===== src/core/pq_pkg.sv =====
// Shared constants and packed types for the watermark packet queue.
package pq_pkg;
    localparam int          PKT_DATA_W         = 16;
    localparam int          CNT_W              = 4;
    localparam int          QUEUE_DEPTH        = 8;
    localparam int          RETRY_LIMIT_CYCLES = 12;
    localparam logic [1:0]  PRIO_TOP           = 2'h3;
    localparam logic [3:0]  RST_LOWEST_WM      = 4'h3;
    localparam logic [3:0]  RST_LOW_WM         = 4'h2;
    localparam logic [3:0]  RST_HIGH_WM        = 4'h1;

    typedef struct packed {
        logic [1:0]            prio;
        logic [PKT_DATA_W-1:0] data;
    } pkt_type;

    typedef struct packed {
        logic [CNT_W-1:0] lowest_prio_threshold;
        logic [CNT_W-1:0] low_prio_threshold;
        logic [CNT_W-1:0] high_prio_threshold;
    } wm_type;
endpackage


===== src/core/prio_watermark_packet_queue.sv =====
// Ingress and egress packet queues with priority watermark admission.
`timescale 1ns/100ps
// Function
// - Priority 3 admitted whenever a buffer free.
// - Lower priorities need free count above threshold.
// - Eight-entry queue; nothing admitted at zero free.
// - Thresholds reset to 1, 2, 3.
// - Egress sends in arrival order normally.
// - After retry send oldest highest-priority packet.
// - Powered down: flush egress, accept, discard.
// - Refused ingress packet dropped, retry symbol sent.
// - Retry symbol within 12 cycles of header.
// - Ingress uses own separate thresholds.
// - One crossbar transfer at a time; sender holds.
// - Egress keeps up to eight packets.
// - Full egress refuses; ingress keeps its packet.
module prio_watermark_packet_queue #(
    parameter int DEPTH = pq_pkg::QUEUE_DEPTH
) (
    input  wire logic           core_clk,
    input  wire logic           rst,
    input  wire logic           powered_down,
    input  wire logic           wm_load,
    input  wire pq_pkg::wm_type ing_wm_in,
    input  wire pq_pkg::wm_type egr_wm_in,
    input  wire logic           rx_hdr_valid,
    input  wire pq_pkg::pkt_type rx_hdr_pkt,
    output logic                retry_symbol_q,
    output logic                sw_out_valid_q,
    output pq_pkg::pkt_type     sw_out_pkt_q,
    input  wire logic           sw_out_ready,
    input  wire logic           sw_in_valid,
    input  wire pq_pkg::pkt_type sw_in_pkt,
    output logic [3:0]          sw_in_permit_q,
    output logic                tx_valid_q,
    output pq_pkg::pkt_type     tx_pkt_q,
    input  wire logic           tx_ready,
    input  wire logic           link_ack,
    input  wire logic           link_retry,
    output logic [pq_pkg::CNT_W-1:0] ing_free_q,
    output logic [pq_pkg::CNT_W-1:0] egr_free_q
);
    localparam int                   PW  = $clog2(DEPTH);
    localparam int                   RETRY_LIM = pq_pkg::RETRY_LIMIT_CYCLES;
    localparam logic [pq_pkg::CNT_W-1:0] DEP = pq_pkg::CNT_W'(DEPTH);

    // Pointers wrap by overflow, so only powers of two that fit the counters are served.
    if (DEPTH < 2 || DEPTH > 15 || (1 << PW) != DEPTH) begin : g_bad_depth
        $error("DEPTH must be a power of two from 2 to 8");
    end

    function automatic logic admit(input logic [1:0] prio,
                                   input logic [pq_pkg::CNT_W-1:0] free,
                                   input pq_pkg::wm_type wm);
        logic [pq_pkg::CNT_W-1:0] th;
        th = (prio == 2'h0) ? wm.lowest_prio_threshold :
             (prio == 2'h1) ? wm.low_prio_threshold : wm.high_prio_threshold;
        if (free == '0) return 1'b0;
        if (prio == pq_pkg::PRIO_TOP) return 1'b1;
        return free > th;
    endfunction

    ////////////////////////////////////////////////////////////////////////////
    pq_pkg::wm_type ing_wm_q;
    pq_pkg::wm_type egr_wm_q;
    always_ff @(posedge core_clk or posedge rst) begin
        if (rst) begin
            ing_wm_q <= '{pq_pkg::RST_LOWEST_WM, pq_pkg::RST_LOW_WM, pq_pkg::RST_HIGH_WM};
            egr_wm_q <= '{pq_pkg::RST_LOWEST_WM, pq_pkg::RST_LOW_WM, pq_pkg::RST_HIGH_WM};
        end else if (wm_load) begin
            ing_wm_q <= ing_wm_in;
            egr_wm_q <= egr_wm_in;
        end
    end

    ////////////////////////////////////////////////////////////////////////////
    // Ingress queue: FIFO storage plus the register facing the crossbar.
    pq_pkg::pkt_type           ing_mem_q [DEPTH];
    logic [PW-1:0]             ing_wr_q;
    logic [PW-1:0]             ing_rd_q;
    logic [pq_pkg::CNT_W-1:0]  ing_cnt_q;
    wire  logic ing_admit  = admit(rx_hdr_pkt.prio, ing_free_q, ing_wm_q);
    wire  logic ing_push   = rx_hdr_valid && ing_admit;
    wire  logic ing_refuse = rx_hdr_valid && !ing_admit;
    wire  logic so_load    = (ing_cnt_q != '0) && (!sw_out_valid_q || sw_out_ready);
    wire  logic so_leave   = sw_out_valid_q && sw_out_ready;
    wire  logic [pq_pkg::CNT_W-1:0] ing_free_d = ing_free_q - pq_pkg::CNT_W'(ing_push)
                                               + pq_pkg::CNT_W'(so_leave);

    always_ff @(posedge core_clk or posedge rst) begin
        if (rst) begin
            ing_wr_q       <= '0;
            ing_rd_q       <= '0;
            ing_cnt_q      <= '0;
            ing_free_q     <= DEP;
            retry_symbol_q <= 1'b0;
            sw_out_valid_q <= 1'b0;
            sw_out_pkt_q   <= '0;
        end else begin
            if (ing_push) begin
                ing_mem_q[ing_wr_q] <= rx_hdr_pkt;
                ing_wr_q            <= ing_wr_q + PW'(1);
            end
            if (so_load) begin
                sw_out_pkt_q <= ing_mem_q[ing_rd_q];
                ing_rd_q     <= ing_rd_q + PW'(1);
            end
            ing_cnt_q      <= ing_cnt_q + pq_pkg::CNT_W'(ing_push) - pq_pkg::CNT_W'(so_load);
            sw_out_valid_q <= so_load || (sw_out_valid_q && !sw_out_ready);
            ing_free_q     <= ing_free_d;
            retry_symbol_q <= ing_refuse;
        end
    end

    ////////////////////////////////////////////////////////////////////////////
    // Egress queue: slots kept until acknowledged so they can be resent.
    logic [DEPTH-1:0]          eg_valid_q;
    logic [DEPTH-1:0]          eg_sent_q;
    logic [pq_pkg::CNT_W-1:0]  eg_age_q [DEPTH];
    pq_pkg::pkt_type           eg_pkt_q [DEPTH];
    logic                      retry_mode_q;
    logic                      tx_v1_q;
    pq_pkg::pkt_type           tx_p1_q;

    wire  logic [DEPTH-1:0] cand    = eg_valid_q & ~eg_sent_q;
    wire  logic [DEPTH-1:0] acked   = eg_valid_q & eg_sent_q;
    wire  logic eg_accept = sw_in_valid && sw_in_permit_q[sw_in_pkt.prio];
    wire  logic eg_insert = eg_accept && !powered_down;
    wire  logic buf_ready = !tx_v1_q;
    wire  logic flush     = powered_down || link_retry;

    logic [PW-1:0] ins_idx, sel_idx, ack_idx;
    logic          sel_any, ack_any;
    always_comb begin
        logic [pq_pkg::CNT_W+1:0] best;
        logic [pq_pkg::CNT_W+1:0] score;
        ins_idx = '0;
        sel_idx = '0;
        ack_idx = '0;
        sel_any = 1'b0;
        ack_any = 1'b0;
        best    = '0;
        score   = '0;
        for (int i = DEPTH - 1; i >= 0; i--) begin
            if (!eg_valid_q[i]) ins_idx = PW'(i);
        end
        for (int i = 0; i < DEPTH; i++) begin
            score = {retry_mode_q ? eg_pkt_q[i].prio : 2'h0, eg_age_q[i]};
            if (cand[i] && (!sel_any || score > best)) begin
                sel_any = 1'b1;
                sel_idx = PW'(i);
                best    = score;
            end
        end
        for (int i = 0; i < DEPTH; i++) begin
            if (acked[i] && (!ack_any || eg_age_q[i] > eg_age_q[ack_idx])) begin
                ack_any = 1'b1;
                ack_idx = PW'(i);
            end
        end
    end

    wire  logic eg_push   = sel_any && buf_ready && !flush;
    wire  logic eg_retire = link_ack && ack_any && !powered_down;
    wire  logic [pq_pkg::CNT_W-1:0] ret_age = eg_age_q[ack_idx];
    wire  logic [pq_pkg::CNT_W-1:0] egr_free_d =
        powered_down ? DEP : egr_free_q - pq_pkg::CNT_W'(eg_insert) + pq_pkg::CNT_W'(eg_retire);

    for (genvar g = 0; g < DEPTH; g++) begin : g_slot
        wire logic ins_here = eg_insert && (ins_idx == PW'(g));
        wire logic ret_here = eg_retire && (ack_idx == PW'(g));
        wire logic [pq_pkg::CNT_W-1:0] older = pq_pkg::CNT_W'(eg_valid_q[g] && eg_retire
                                                             && eg_age_q[g] > ret_age);
        always_ff @(posedge core_clk or posedge rst) begin
            if (rst) begin
                eg_valid_q[g] <= 1'b0;
                eg_sent_q[g]  <= 1'b0;
                eg_age_q[g]   <= '0;
                eg_pkt_q[g]   <= '0;
            end else if (powered_down) begin
                eg_valid_q[g] <= 1'b0;
                eg_sent_q[g]  <= 1'b0;
            end else if (ins_here) begin
                eg_valid_q[g] <= 1'b1;
                eg_sent_q[g]  <= 1'b0;
                eg_age_q[g]   <= '0;
                eg_pkt_q[g]   <= sw_in_pkt;
            end else begin
                eg_valid_q[g] <= eg_valid_q[g] && !ret_here;
                eg_sent_q[g]  <= !link_retry && (eg_sent_q[g] || (eg_push && sel_idx == PW'(g)));
                eg_age_q[g]   <= eg_age_q[g] + pq_pkg::CNT_W'(eg_insert) - older;
            end
        end
    end

    always_ff @(posedge core_clk or posedge rst) begin
        if (rst) begin
            egr_free_q     <= DEP;
            sw_in_permit_q <= '0;
            retry_mode_q   <= 1'b0;
        end else begin
            egr_free_q <= egr_free_d;
            for (int p = 0; p < 4; p++) begin
                sw_in_permit_q[p] <= powered_down ||
                                     admit(2'(p), egr_free_d, egr_wm_q);
            end
            retry_mode_q <= !powered_down && (link_retry || (retry_mode_q && !eg_push));
        end
    end

    ////////////////////////////////////////////////////////////////////////////
    // Two-entry buffer toward the link; a stall by the link fills it.
    wire logic tx_pop = tx_valid_q && tx_ready;
    always_ff @(posedge core_clk or posedge rst) begin
        if (rst) begin
            tx_valid_q <= 1'b0;
            tx_v1_q    <= 1'b0;
            tx_pkt_q   <= '0;
            tx_p1_q    <= '0;
        end else if (flush) begin
            tx_valid_q <= 1'b0;
            tx_v1_q    <= 1'b0;
        end else if (tx_pop && tx_v1_q) begin
            tx_pkt_q <= tx_p1_q;
            tx_v1_q  <= eg_push;
            tx_p1_q  <= eg_pkt_q[sel_idx];
        end else if (tx_pop || !tx_valid_q) begin
            tx_valid_q <= eg_push;
            tx_pkt_q   <= eg_pkt_q[sel_idx];
        end else if (eg_push) begin
            tx_v1_q <= 1'b1;
            tx_p1_q <= eg_pkt_q[sel_idx];
        end
    end

    ////////////////////////////////////////////////////////////////////////////
    logic [DEPTH-1:0] older_vec, better_vec;
    always_comb begin
        for (int i = 0; i < DEPTH; i++) begin
            older_vec[i]  = cand[i] && eg_age_q[i] > eg_age_q[sel_idx];
            better_vec[i] = cand[i] && (eg_pkt_q[i].prio > eg_pkt_q[sel_idx].prio ||
                            (eg_pkt_q[i].prio == eg_pkt_q[sel_idx].prio &&
                             eg_age_q[i] > eg_age_q[sel_idx]));
        end
    end
endmodule


===== config.mk =====
export PLATFORM = sky130hd
export DESIGN_NAME = prio_watermark_packet_queue
export DESIGN_NICKNAME = d
export VERILOG_FILES = /design/src/core/pq_pkg.sv /design/src/core/prio_watermark_packet_queue.sv
export SDC_FILE = /design/constraint.sdc
export NUM_CORES = 1
export LEC_CHECK = 0
export BUFFER_PORTS_ARGS = -buffer_cell sky130_fd_sc_hd__buf_2
export CAP_MARGIN = 5
export CORE_UTILIZATION = 41
export DETAILED_ROUTE_END_ITERATION = 8
export PLACE_DENSITY = 0.57
export SLEW_MARGIN = 0
export SYNTH_ARGS = -nofsm -noshare
export SYNTH_HDL_FRONTEND = slang
export SYNTH_SLANG_ARGS = --single-unit

===== constraint.sdc =====
create_clock -name core_clk -period 14.1 [get_ports core_clk]
set_input_delay 1.41 -clock core_clk [delete_from_list [all_inputs] [get_ports core_clk]]
set_output_delay 1.41 -clock core_clk [all_outputs]
set_load 0.1 [all_outputs]

==> impl_metrics.py, run 1 <==
metrics = {
    "timing": {
        "clock-skew-final_ns": 0.04189,
        "final-setup-viol-count": 0,
        "whs_ns": 0.4745,
        "relSlewSlack": 0.2306,
        "max_freq_mhz": 75.24,
        "finalHoldViolations": 0,
        "setup_slack_ns": 0.8084,
        "final_max_slew_viol_count": 0,
        "setup-tns-final_ns": 0,
        "tightest_slew_ns": 1.151,
        "final.min_clock_period_ns": 13.29,
        "post_route_fraction_of_the_period_consumed_by_the_critical_path": 0.9427,
    },
    "layout": {
        "design_area_mm2": 0.02775,
        "fin_nets": 2489,
        "fillers": 5218,
        "finish.utilization": 0.4783,
        "finish.cell_count_without_fillers": 3047,
        "drive_above_1_share": 0.2459,
        "area_growth_syn_to_layout_pct": 14.71,
    },
    "power": {
        "p_per_area_mw_per_mm2": 189.4,
        "static-leakage-power_nw": 12.02,
        "fin_total_pwr_mw": 5.257,
        "peak_supply_drop_mv": 0.1175,
    },
    "synth": {
        "unique_cell_type_count_in_the_yosys_netlist": 99,
        "synth_nets": 2341,
        "post_synthesis_instance_area_mm2": 0.02420,
        "yosysSeqAreaShare": 0.4864,
        "synth_cells": 2094,
        "synth.ff_latch_count": 441,
        "synth_edf_count": 144,
        "dominantRegCellSynth": "dfrtp_1",
        "mean_instance_size_in_the_synthesized_netlist_um2": 11.55,
        "synth.yosys.warnings": 0,
        "asyncSetResetFlopFracSynth": 0.6735,
    },
    "floorplan": {
        "dieWidth_um": 244.9,
        "ioPinCount": 121,
        "die_area_mm2": 0.05999,
        "start_util": 0.4170,
        "die_height_um": 244.9,
        "core_region_area_mm2": 0.05803,
        "rows": 88,
    },
    "setup_path": {
        "max_stage_delay_ns": 0.40,
        "timing.critical_path.to_type": "flip-flop",
        "timing.setup.critical_path_class": "flip-flop to flip-flop",
        "timing.critical_path.slowest_stage_cell": "or4_1",
        "worst_path_arrival_time_ns": 13.79,
        "r2r_cells": 69,
        "cp_data_required_time_ns": 14.59,
        "critPathMaxFanout": 12,
        "crit_path_frequent_cell": "ha_1",
        "worstSetupStartpointType": "flip-flop",
    },
    "drt": {
        "drt_first_pass_iters": 5,
        "antenna_left": 0,
        "routed-via-count": 17540,
        "wirelength_um": 66780,
        "detail_route.iter0.violations": 1296,
        "wire_per_inst_um": 21.92,
        "drcViolationCount": 0,
        "mean_number_of_vias_per_cell": 5.756,
    },
    "grt": {
        "grt_antenna_before_repair": 3,
        "grt_max_degree": 103,
        "track_usage": 0.2256,
        "grt_pass1_wl_um": 105500,
        "gr-total-overflow": 0,
        "via_count_of_the_first_global_routing_pass": 18020,
    },
    "clocking": {
        "number_of_clock_buffers_inserted_by_tritoncts": 49,
        "clock_tree_from_tritoncts": "yes",
        "worstSkewPairLatency_ns": 0.61,
        "cts.sink_count": 441,
        "cts.clk_slew.worst_paths_ns": 0.06,
        "max-clock-path-buffers": 3,
        "cts.root.buffer_cell": "clkbuf_16",
        "htree_levels": 2,
        "cts_hold_buf": 0,
    },
    "placement": {
        "io_buffers": 120,
        "routabilityCongestion": 0.9098,
        "place_area_mm2": 0.02593,
        "place_hpwl_um": 44550,
        "dp.cells": 2948,
        "dpl_worst_slack_ns": -0.3506,
    },
    "hold_path": {
        "hold-path-cell-count": 2,
        "hold_path.class": "flip-flop to flip-flop",
    },
    "outcome": {
        "outcome": "complete, no violations",
    },
    "flow_run": {
        "cap_violations": 0,
    },
}
final cells by class:
cell class                      count  area, um^2  share of cell area
Clock buffer                       71        1409             0.05076
Tap cell                          765       957.2             0.03449
Antenna cell                        1       2.502          0.00009016
Clock inverter                     19       242.7            0.008746
Multi-Input combinational cell   1461       11830              0.4263
Timing Repair Buffer              195        1180             0.04251
Inverter                           94       360.3             0.01298
Sequential cell                   441       11770              0.4241
critical path, delay by kind of cell, from the launching register on:
kind	cells	cell delay (ns)
DFF	1	0.35
xor gates and xnor gates	1	0.10
AOI/OAI and AO/OA	32	5.64
buffers and inverters	8	1.32
adders and majority gates	10	2.84
and+or+nand+nor	16	2.16
muxes	2	0.71
Yosys cell counts, types with 6 or more instances:
library cell    n  share of area
nand3_1        20         0.0041
o31ai_2         7         0.0036
nor2_1         83          0.013
nand2b_1       31         0.0080
a22oi_1        19         0.0059
a31oi_1        11         0.0028
and2_1         19         0.0049
a22o_4         18          0.013
xnor2_1        22         0.0080
o22ai_1        21         0.0054
a211oi_1        8         0.0025
nand2_1       258          0.040
a211o_1         6         0.0022
nor3_1         36         0.0074
edfxtp_1      144           0.18
nand4_1        21         0.0054
nor2b_1        33         0.0085
dfstp_2        10          0.011
a21o_1         26         0.0081
buf_2          22         0.0046
a21oi_1       106          0.022
buf_1           8         0.0012
dfrtp_1       287           0.30
o21ai_0        78          0.016
a41oi_1         6         0.0022
fa_1           11         0.0091
mux2i_1        32          0.013
ha_1          166          0.086
a221o_1        19         0.0079
o31ai_1        42          0.013
inv_1          94          0.015
mux2_2        147          0.068
o21a_1         18         0.0056
a21oi_2         7         0.0025
o22a_1         20         0.0072
o211ai_1       14         0.0043
mux4_2         36          0.034
clkbuf_1       63         0.0098
what timing repair did:
item                                    CTS  global route
gates cloned                              0             2
setup buffers                             0             6
endpoints found under the setup margin   24            32
pin swaps                                 0             4
endpoints found under the hold margin     0             0
gates resized for setup                   3            21
metal layers:
| layer | share of wire | GRT usage |
|---|---|---|
| met4 | 0.024 | 0.06213 |
| met5 | 0.00024 | 0 |
| met3 | 0.049 | 0.03160 |
| met2 | 0.47 | 0.3745 |
| met1 | 0.45 | 0.3078 |
power by group:
| group | switching, mW | internal [mW] |
|---|---|---|
| Combinational | 1.41 | 0.814 |
| Clock | 0.546 | 0.755 |
| Sequential | 0.202 | 1.53 |
| Total | 2.16 | 3.10 |
worst paths after layout:
kind | start | endpoint | slack (ns)
min reg2reg | eg_pkt_q[122]$_DFFE_PP0P_ | eg_pkt_q[122]$_DFFE_PP0P_ | 0.47
min | eg_pkt_q[122]$_DFFE_PP0P_ | eg_pkt_q[122]$_DFFE_PP0P_ | 0.47
max | eg_age_q[31]$_DFFE_PP0N_ | eg_age_q[11]$_DFFE_PP0N_ | 0.81
max in group asynchronous | rst | tx_pkt_q[5]$_DFFE_PP0P_ | 11.64
min in group asynchronous | rst | sw_out_pkt_q[12]$_DFFE_PP0P_ | 0.96
max reg2reg | eg_age_q[31]$_DFFE_PP0N_ | eg_age_q[11]$_DFFE_PP0N_ | 0.81
placed cells by master, fill, tap and decap left out, types with 31 or more instances in the layout:
cell	netlist	final
dfrtp_1	287	285
nand2_1	258	258
ha_1	166	166
mux2_2	147	147
edfxtp_1	144	144
buf_2	22	120
a21oi_1	106	100
inv_1	94	92
o21ai_0	78	77
nor2_1	83	77
buf_4	3	73
clkbuf_16	0	49
o31ai_1	42	42
mux4_2	36	36
mux2i_1	32	32
nor2b_1	33	32
nor3_1	36	31
cells by family (layout without fill, tap and decap cells):
group / after synthesis / count (layout) / share of synthesized area
AOI/OAI and AO/OA: 501 / 503 / 0.1561
other: 0 / 1 / 0
and+or+nand+nor: 535 / 535 / 0.1021
DFF: 441 / 441 / 0.4864
xor gates and xnor gates: 27 / 27 / 0.009773
buffers and inverters: 194 / 379 / 0.03341
muxes: 219 / 219 / 0.1173
adders and majority gates: 177 / 177 / 0.09494
state kept, by name (all words and copies together), names as in the netlist, 8 cells and up:
name and flops:
ing_mem_q 144, eg_pkt_q 144, egr_wm_q 12, tx_p1_q 18, tx_pkt_q 18, eg_valid_q 8
sw_out_pkt_q 18, ing_wm_q 12, eg_age_q 32, eg_sent_q 8
(Power assumes the default switching activity.)
==> run 2: changes to the inputs <==
ABC_AREA = 1   (was unset)
PLACE_DENSITY = 0.55   (was 0.57)
clock period = 15 ns   (was 14.1 ns; I/O delays follow)
==> run 2 against run 1 <==
Effect of this change:
- fmax decreased by 1.5%
- synthesized area shrank 0.57%
- non-clock buffer count decreased by 38
- final cell count is 20% higher
- flip-flop and latch count unchanged
==> impl_metrics.py, run 2 <==
metrics = {
    "synth": {
        "yosysTopAreaCellShare": 0.2985,
        "synth_edf_count": 144,
        "yosysSeqAreaShare": 0.4892,
        "synth_commonest_cells": "nand2_1 (623), o21ai_0 (329), dfrtp_1 (287), inv_1 (254), nor2_1 (244)",
        "asyncSetResetFlopFracSynth": 0.6735,
        "synth_nets": 3022,
        "count_leader_synth": "nand2_1",
        "synth.ff_latch_count": 441,
        "top_cells_by_area_synth": "dfrtp_1 (30%), edfxtp_1 (18%), nand2_1 (9.7%)",
        "post_synthesis_instance_area_mm2": 0.02406,
        "unique_cell_type_count_in_the_yosys_netlist": 52,
        "post-synth-top-area-cell": "dfrtp_1",
        "synth_cells": 2775,
        "mean_instance_size_in_the_synthesized_netlist_um2": 8.670,
        "dominantRegCellSynth": "dfrtp_1",
        "synth.yosys.warnings": 0,
    },
    "setup_path": {
        "cp_data_required_time_ns": 15.46,
        "worst_path_dominant_cell_family": "compound AO/OA/AOI/OAI gates",
        "timing.setup.critical_path_class": "flip-flop to flip-flop",
        "max_stage_delay_ns": 0.47,
        "crit_path_frequent_cell": "o21ai_0",
        "worstSetupStartpointType": "flip-flop",
        "timing.critical_path.slowest_stage_cell": "dfrtp_2",
        "critPathMaxFanout": 14,
        "timing.critical_path.buf_inv": 10,
        "worst_path_arrival_time_ns": 13.95,
        "timing.critical_path.to_type": "flip-flop",
    },
    "placement": {
        "dp.cells": 3571,
        "io_buffers": 120,
        "routabilityCongestion": 0.9521,
        "place_area_mm2": 0.02542,
        "place_hpwl_um": 45580,
    },
    "layout": {
        "commonest_non_fill_non_tap_cell_in_the_layout": "nand2_1",
        "multiInputGateArea_mm2": 0.01084,
        "most_frequent_cells_in_the_layout": "nand2_1 (617), o21ai_0 (327), dfrtp_1 (283)",
        "reg_top3": "eg_pkt_q (144), ing_mem_q (144), eg_age_q (32)",
        "design_area_mm2": 0.02727,
        "fillers": 5625,
        "drive_above_1_share": 0.1097,
        "finish.cell_count_without_fillers": 3666,
        "fin_nets": 3107,
        "area_growth_syn_to_layout_pct": 13.35,
        "ff_latch_area_mm2": 0.01178,
    },
    "floorplan": {
        "rows": 88,
        "die_area_mm2": 0.05965,
        "core_region_area_mm2": 0.05781,
        "dieWidth_um": 244.2,
        "start_util": 0.4162,
        "ioPinCount": 121,
        "die_height_um": 244.2,
    },
    "timing": {
        "post_route_fraction_of_the_period_consumed_by_the_critical_path": 0.8992,
        "rsz0062_at_grt": "false",
        "final-setup-viol-count": 0,
        "finalHoldViolations": 0,
        "final.min_clock_period_ns": 13.49,
        "whs_ns": 0.4719,
        "setup-tns-final_ns": 0,
        "tightest_slew_ns": 1.086,
        "clock-skew-final_ns": 0.01826,
        "relSlewSlack": 0.2752,
        "final_max_slew_viol_count": 0,
        "max_freq_mhz": 74.14,
    },
    "grt": {
        "grt_pass1_wl_um": 112100,
        "gr-total-overflow": 0,
        "grt_max_degree": 95,
        "track_usage": 0.2396,
        "grt_antenna_before_repair": 2,
        "via_count_of_the_first_global_routing_pass": 19770,
    },
    "drt": {
        "wire_per_inst_um": 19.08,
        "detail_route.iter0.violations": 1474,
        "mean_number_of_vias_per_cell": 5.432,
        "antenna_left": 0,
        "wirelength_um": 69930,
        "routed-via-count": 19910,
        "drcViolationCount": 0,
        "drt_first_pass_iters": 6,
    },
    "clocking": {
        "cts.root.buffer_cell": "clkbuf_16",
        "worstSkewPairLatency_ns": 0.60,
        "htree_levels": 2,
        "cts.sink_count": 441,
        "cts.clk_slew.worst_paths_ns": 0.06,
        "max-clock-path-buffers": 3,
        "cts_hold_buf": 0,
        "number_of_clock_buffers_inserted_by_tritoncts": 50,
        "clock_tree_from_tritoncts": "yes",
    },
    "flow_run": {
        "cap_violations": 0,
    },
    "power": {
        "static-leakage-power_nw": 12.82,
        "peak_supply_drop_mv": 0.1444,
        "p_per_area_mw_per_mm2": 179.9,
    },
    "outcome": {
        "outcome": "complete, no violations",
    },
    "hold_path": {
        "hold_path.class": "flip-flop to flip-flop",
    },
}
-- run 2: cell count changes in the layout (fill, tap and decap cells not counted), moves of 30 or more --
cell      before  now
buf_4         73   37
inv_1         92  251
mux2_2       147    8
mux4_2        36    0
nand2_1      258  617
nand2b_1      30    0
nand3_1       20  204
nor2_1        77  241
nor2b_1       32    0
o21ai_0       77  327
o31ai_1       42    2
-- run 2: kinds of logic (layout without fill, tap and decap cells) --
logic type                 after synthesis  after routing  synth area share
adders and majority gates              177            177           0.09549
DFF                                    441            441            0.4892
and+or+nand+nor                       1139           1139            0.1958
other                                    0              2                 0
buffers and inverters                  392            516           0.06360
muxes                                   26             26           0.01123
AOI/OAI and AO/OA                      581            581            0.1378
xor gates and xnor gates                19             19          0.006917
-- run 2: path summary, 6_finish.rpt --
check | startpoint | end | slack (ns) | depth (start not counted)
hold / removal | tx_pkt_q[2]$_DFFE_PP0P_ | tx_pkt_q[2]$_DFFE_PP0P_ | 0.47 | 2
hold reg to reg | tx_pkt_q[2]$_DFFE_PP0P_ | tx_pkt_q[2]$_DFFE_PP0P_ | 0.47 | 2
min in group asynchronous | rst | ing_free_q[1]$_DFF_PP0_ | 1.03 | 2
max in group asynchronous | rst | eg_pkt_q[60]$_DFFE_PP0P_ | 11.48 | 4
setup / recovery | eg_age_q[29]$_DFFE_PP0N_ | eg_age_q[30]$_DFFE_PP0N_ | 1.51 | 86
setup reg to reg | eg_age_q[29]$_DFFE_PP0N_ | eg_age_q[30]$_DFFE_PP0N_ | 1.51 | 86
-- run 2: final cells by class --
| type | count | area share |
|---|---|---|
| antenna | 2 | 0.0001835 |
| clock buffer | 71 | 0.05295 |
| clock inverter | 20 | 0.01303 |
| inverter | 268 | 0.03717 |
| multi-input combinational | 1942 | 0.3975 |
| sequential | 441 | 0.4319 |
| tap | 765 | 0.03510 |
| timing repair buffer | 157 | 0.03221 |
-- run 2: layer usage --
| layer | vias to the layer above | part of all wire | global-route usage |
|---|---|---|---|
| met5 | - | 0 | 0 |
| met4 | 0 | 0.029 | 0.08107 |
| met3 | 121 | 0.051 | 0.03303 |
| met2 | 525 | 0.47 | 0.3932 |
| met1 | 9695 | 0.45 | 0.3250 |
| li1 | 9572 | - | - |
-- run 2: repair_timing --
| action | in CTS | in global routing |
|---|---|---|
| setup buffers | 0 | 2 |
| gates resized for setup | 0 | 13 |
| setup endpoints to repair | 0 | 35 |
-- run 2: worst reg2reg max path: cells and delay by family (launching register included) --
family	cells	cell delay, ns
AOI/OAI and AO/OA	38	5.26
and+or+nand+nor	27	3.32
buffers and inverters	10	1.05
adders and majority gates	11	3.27
DFF	1	0.47
-- run 2: where the power goes --
group          total (mW)  internal, mW  switching (mW)  leakage, nW
Combinational        1.88         0.593            1.29         6.90
Clock                1.34         0.825           0.515        0.876
Sequential           1.68          1.44           0.244         5.05
Total                4.90          2.86            2.05         12.8
-- run 2: through the flow --
stage            util  setup WS [ns]  power (mW)
4_1_cts        0.4709         0.7510       4.940
6_report       0.4717          1.511       4.905
3_3_place_gp   0.4397         0.9802       3.533
3_5_place_dp   0.4397         0.7801       3.580
5_1_grt        0.4717        0.05025       5.256
2_1_floorplan       -          3.323       3.068
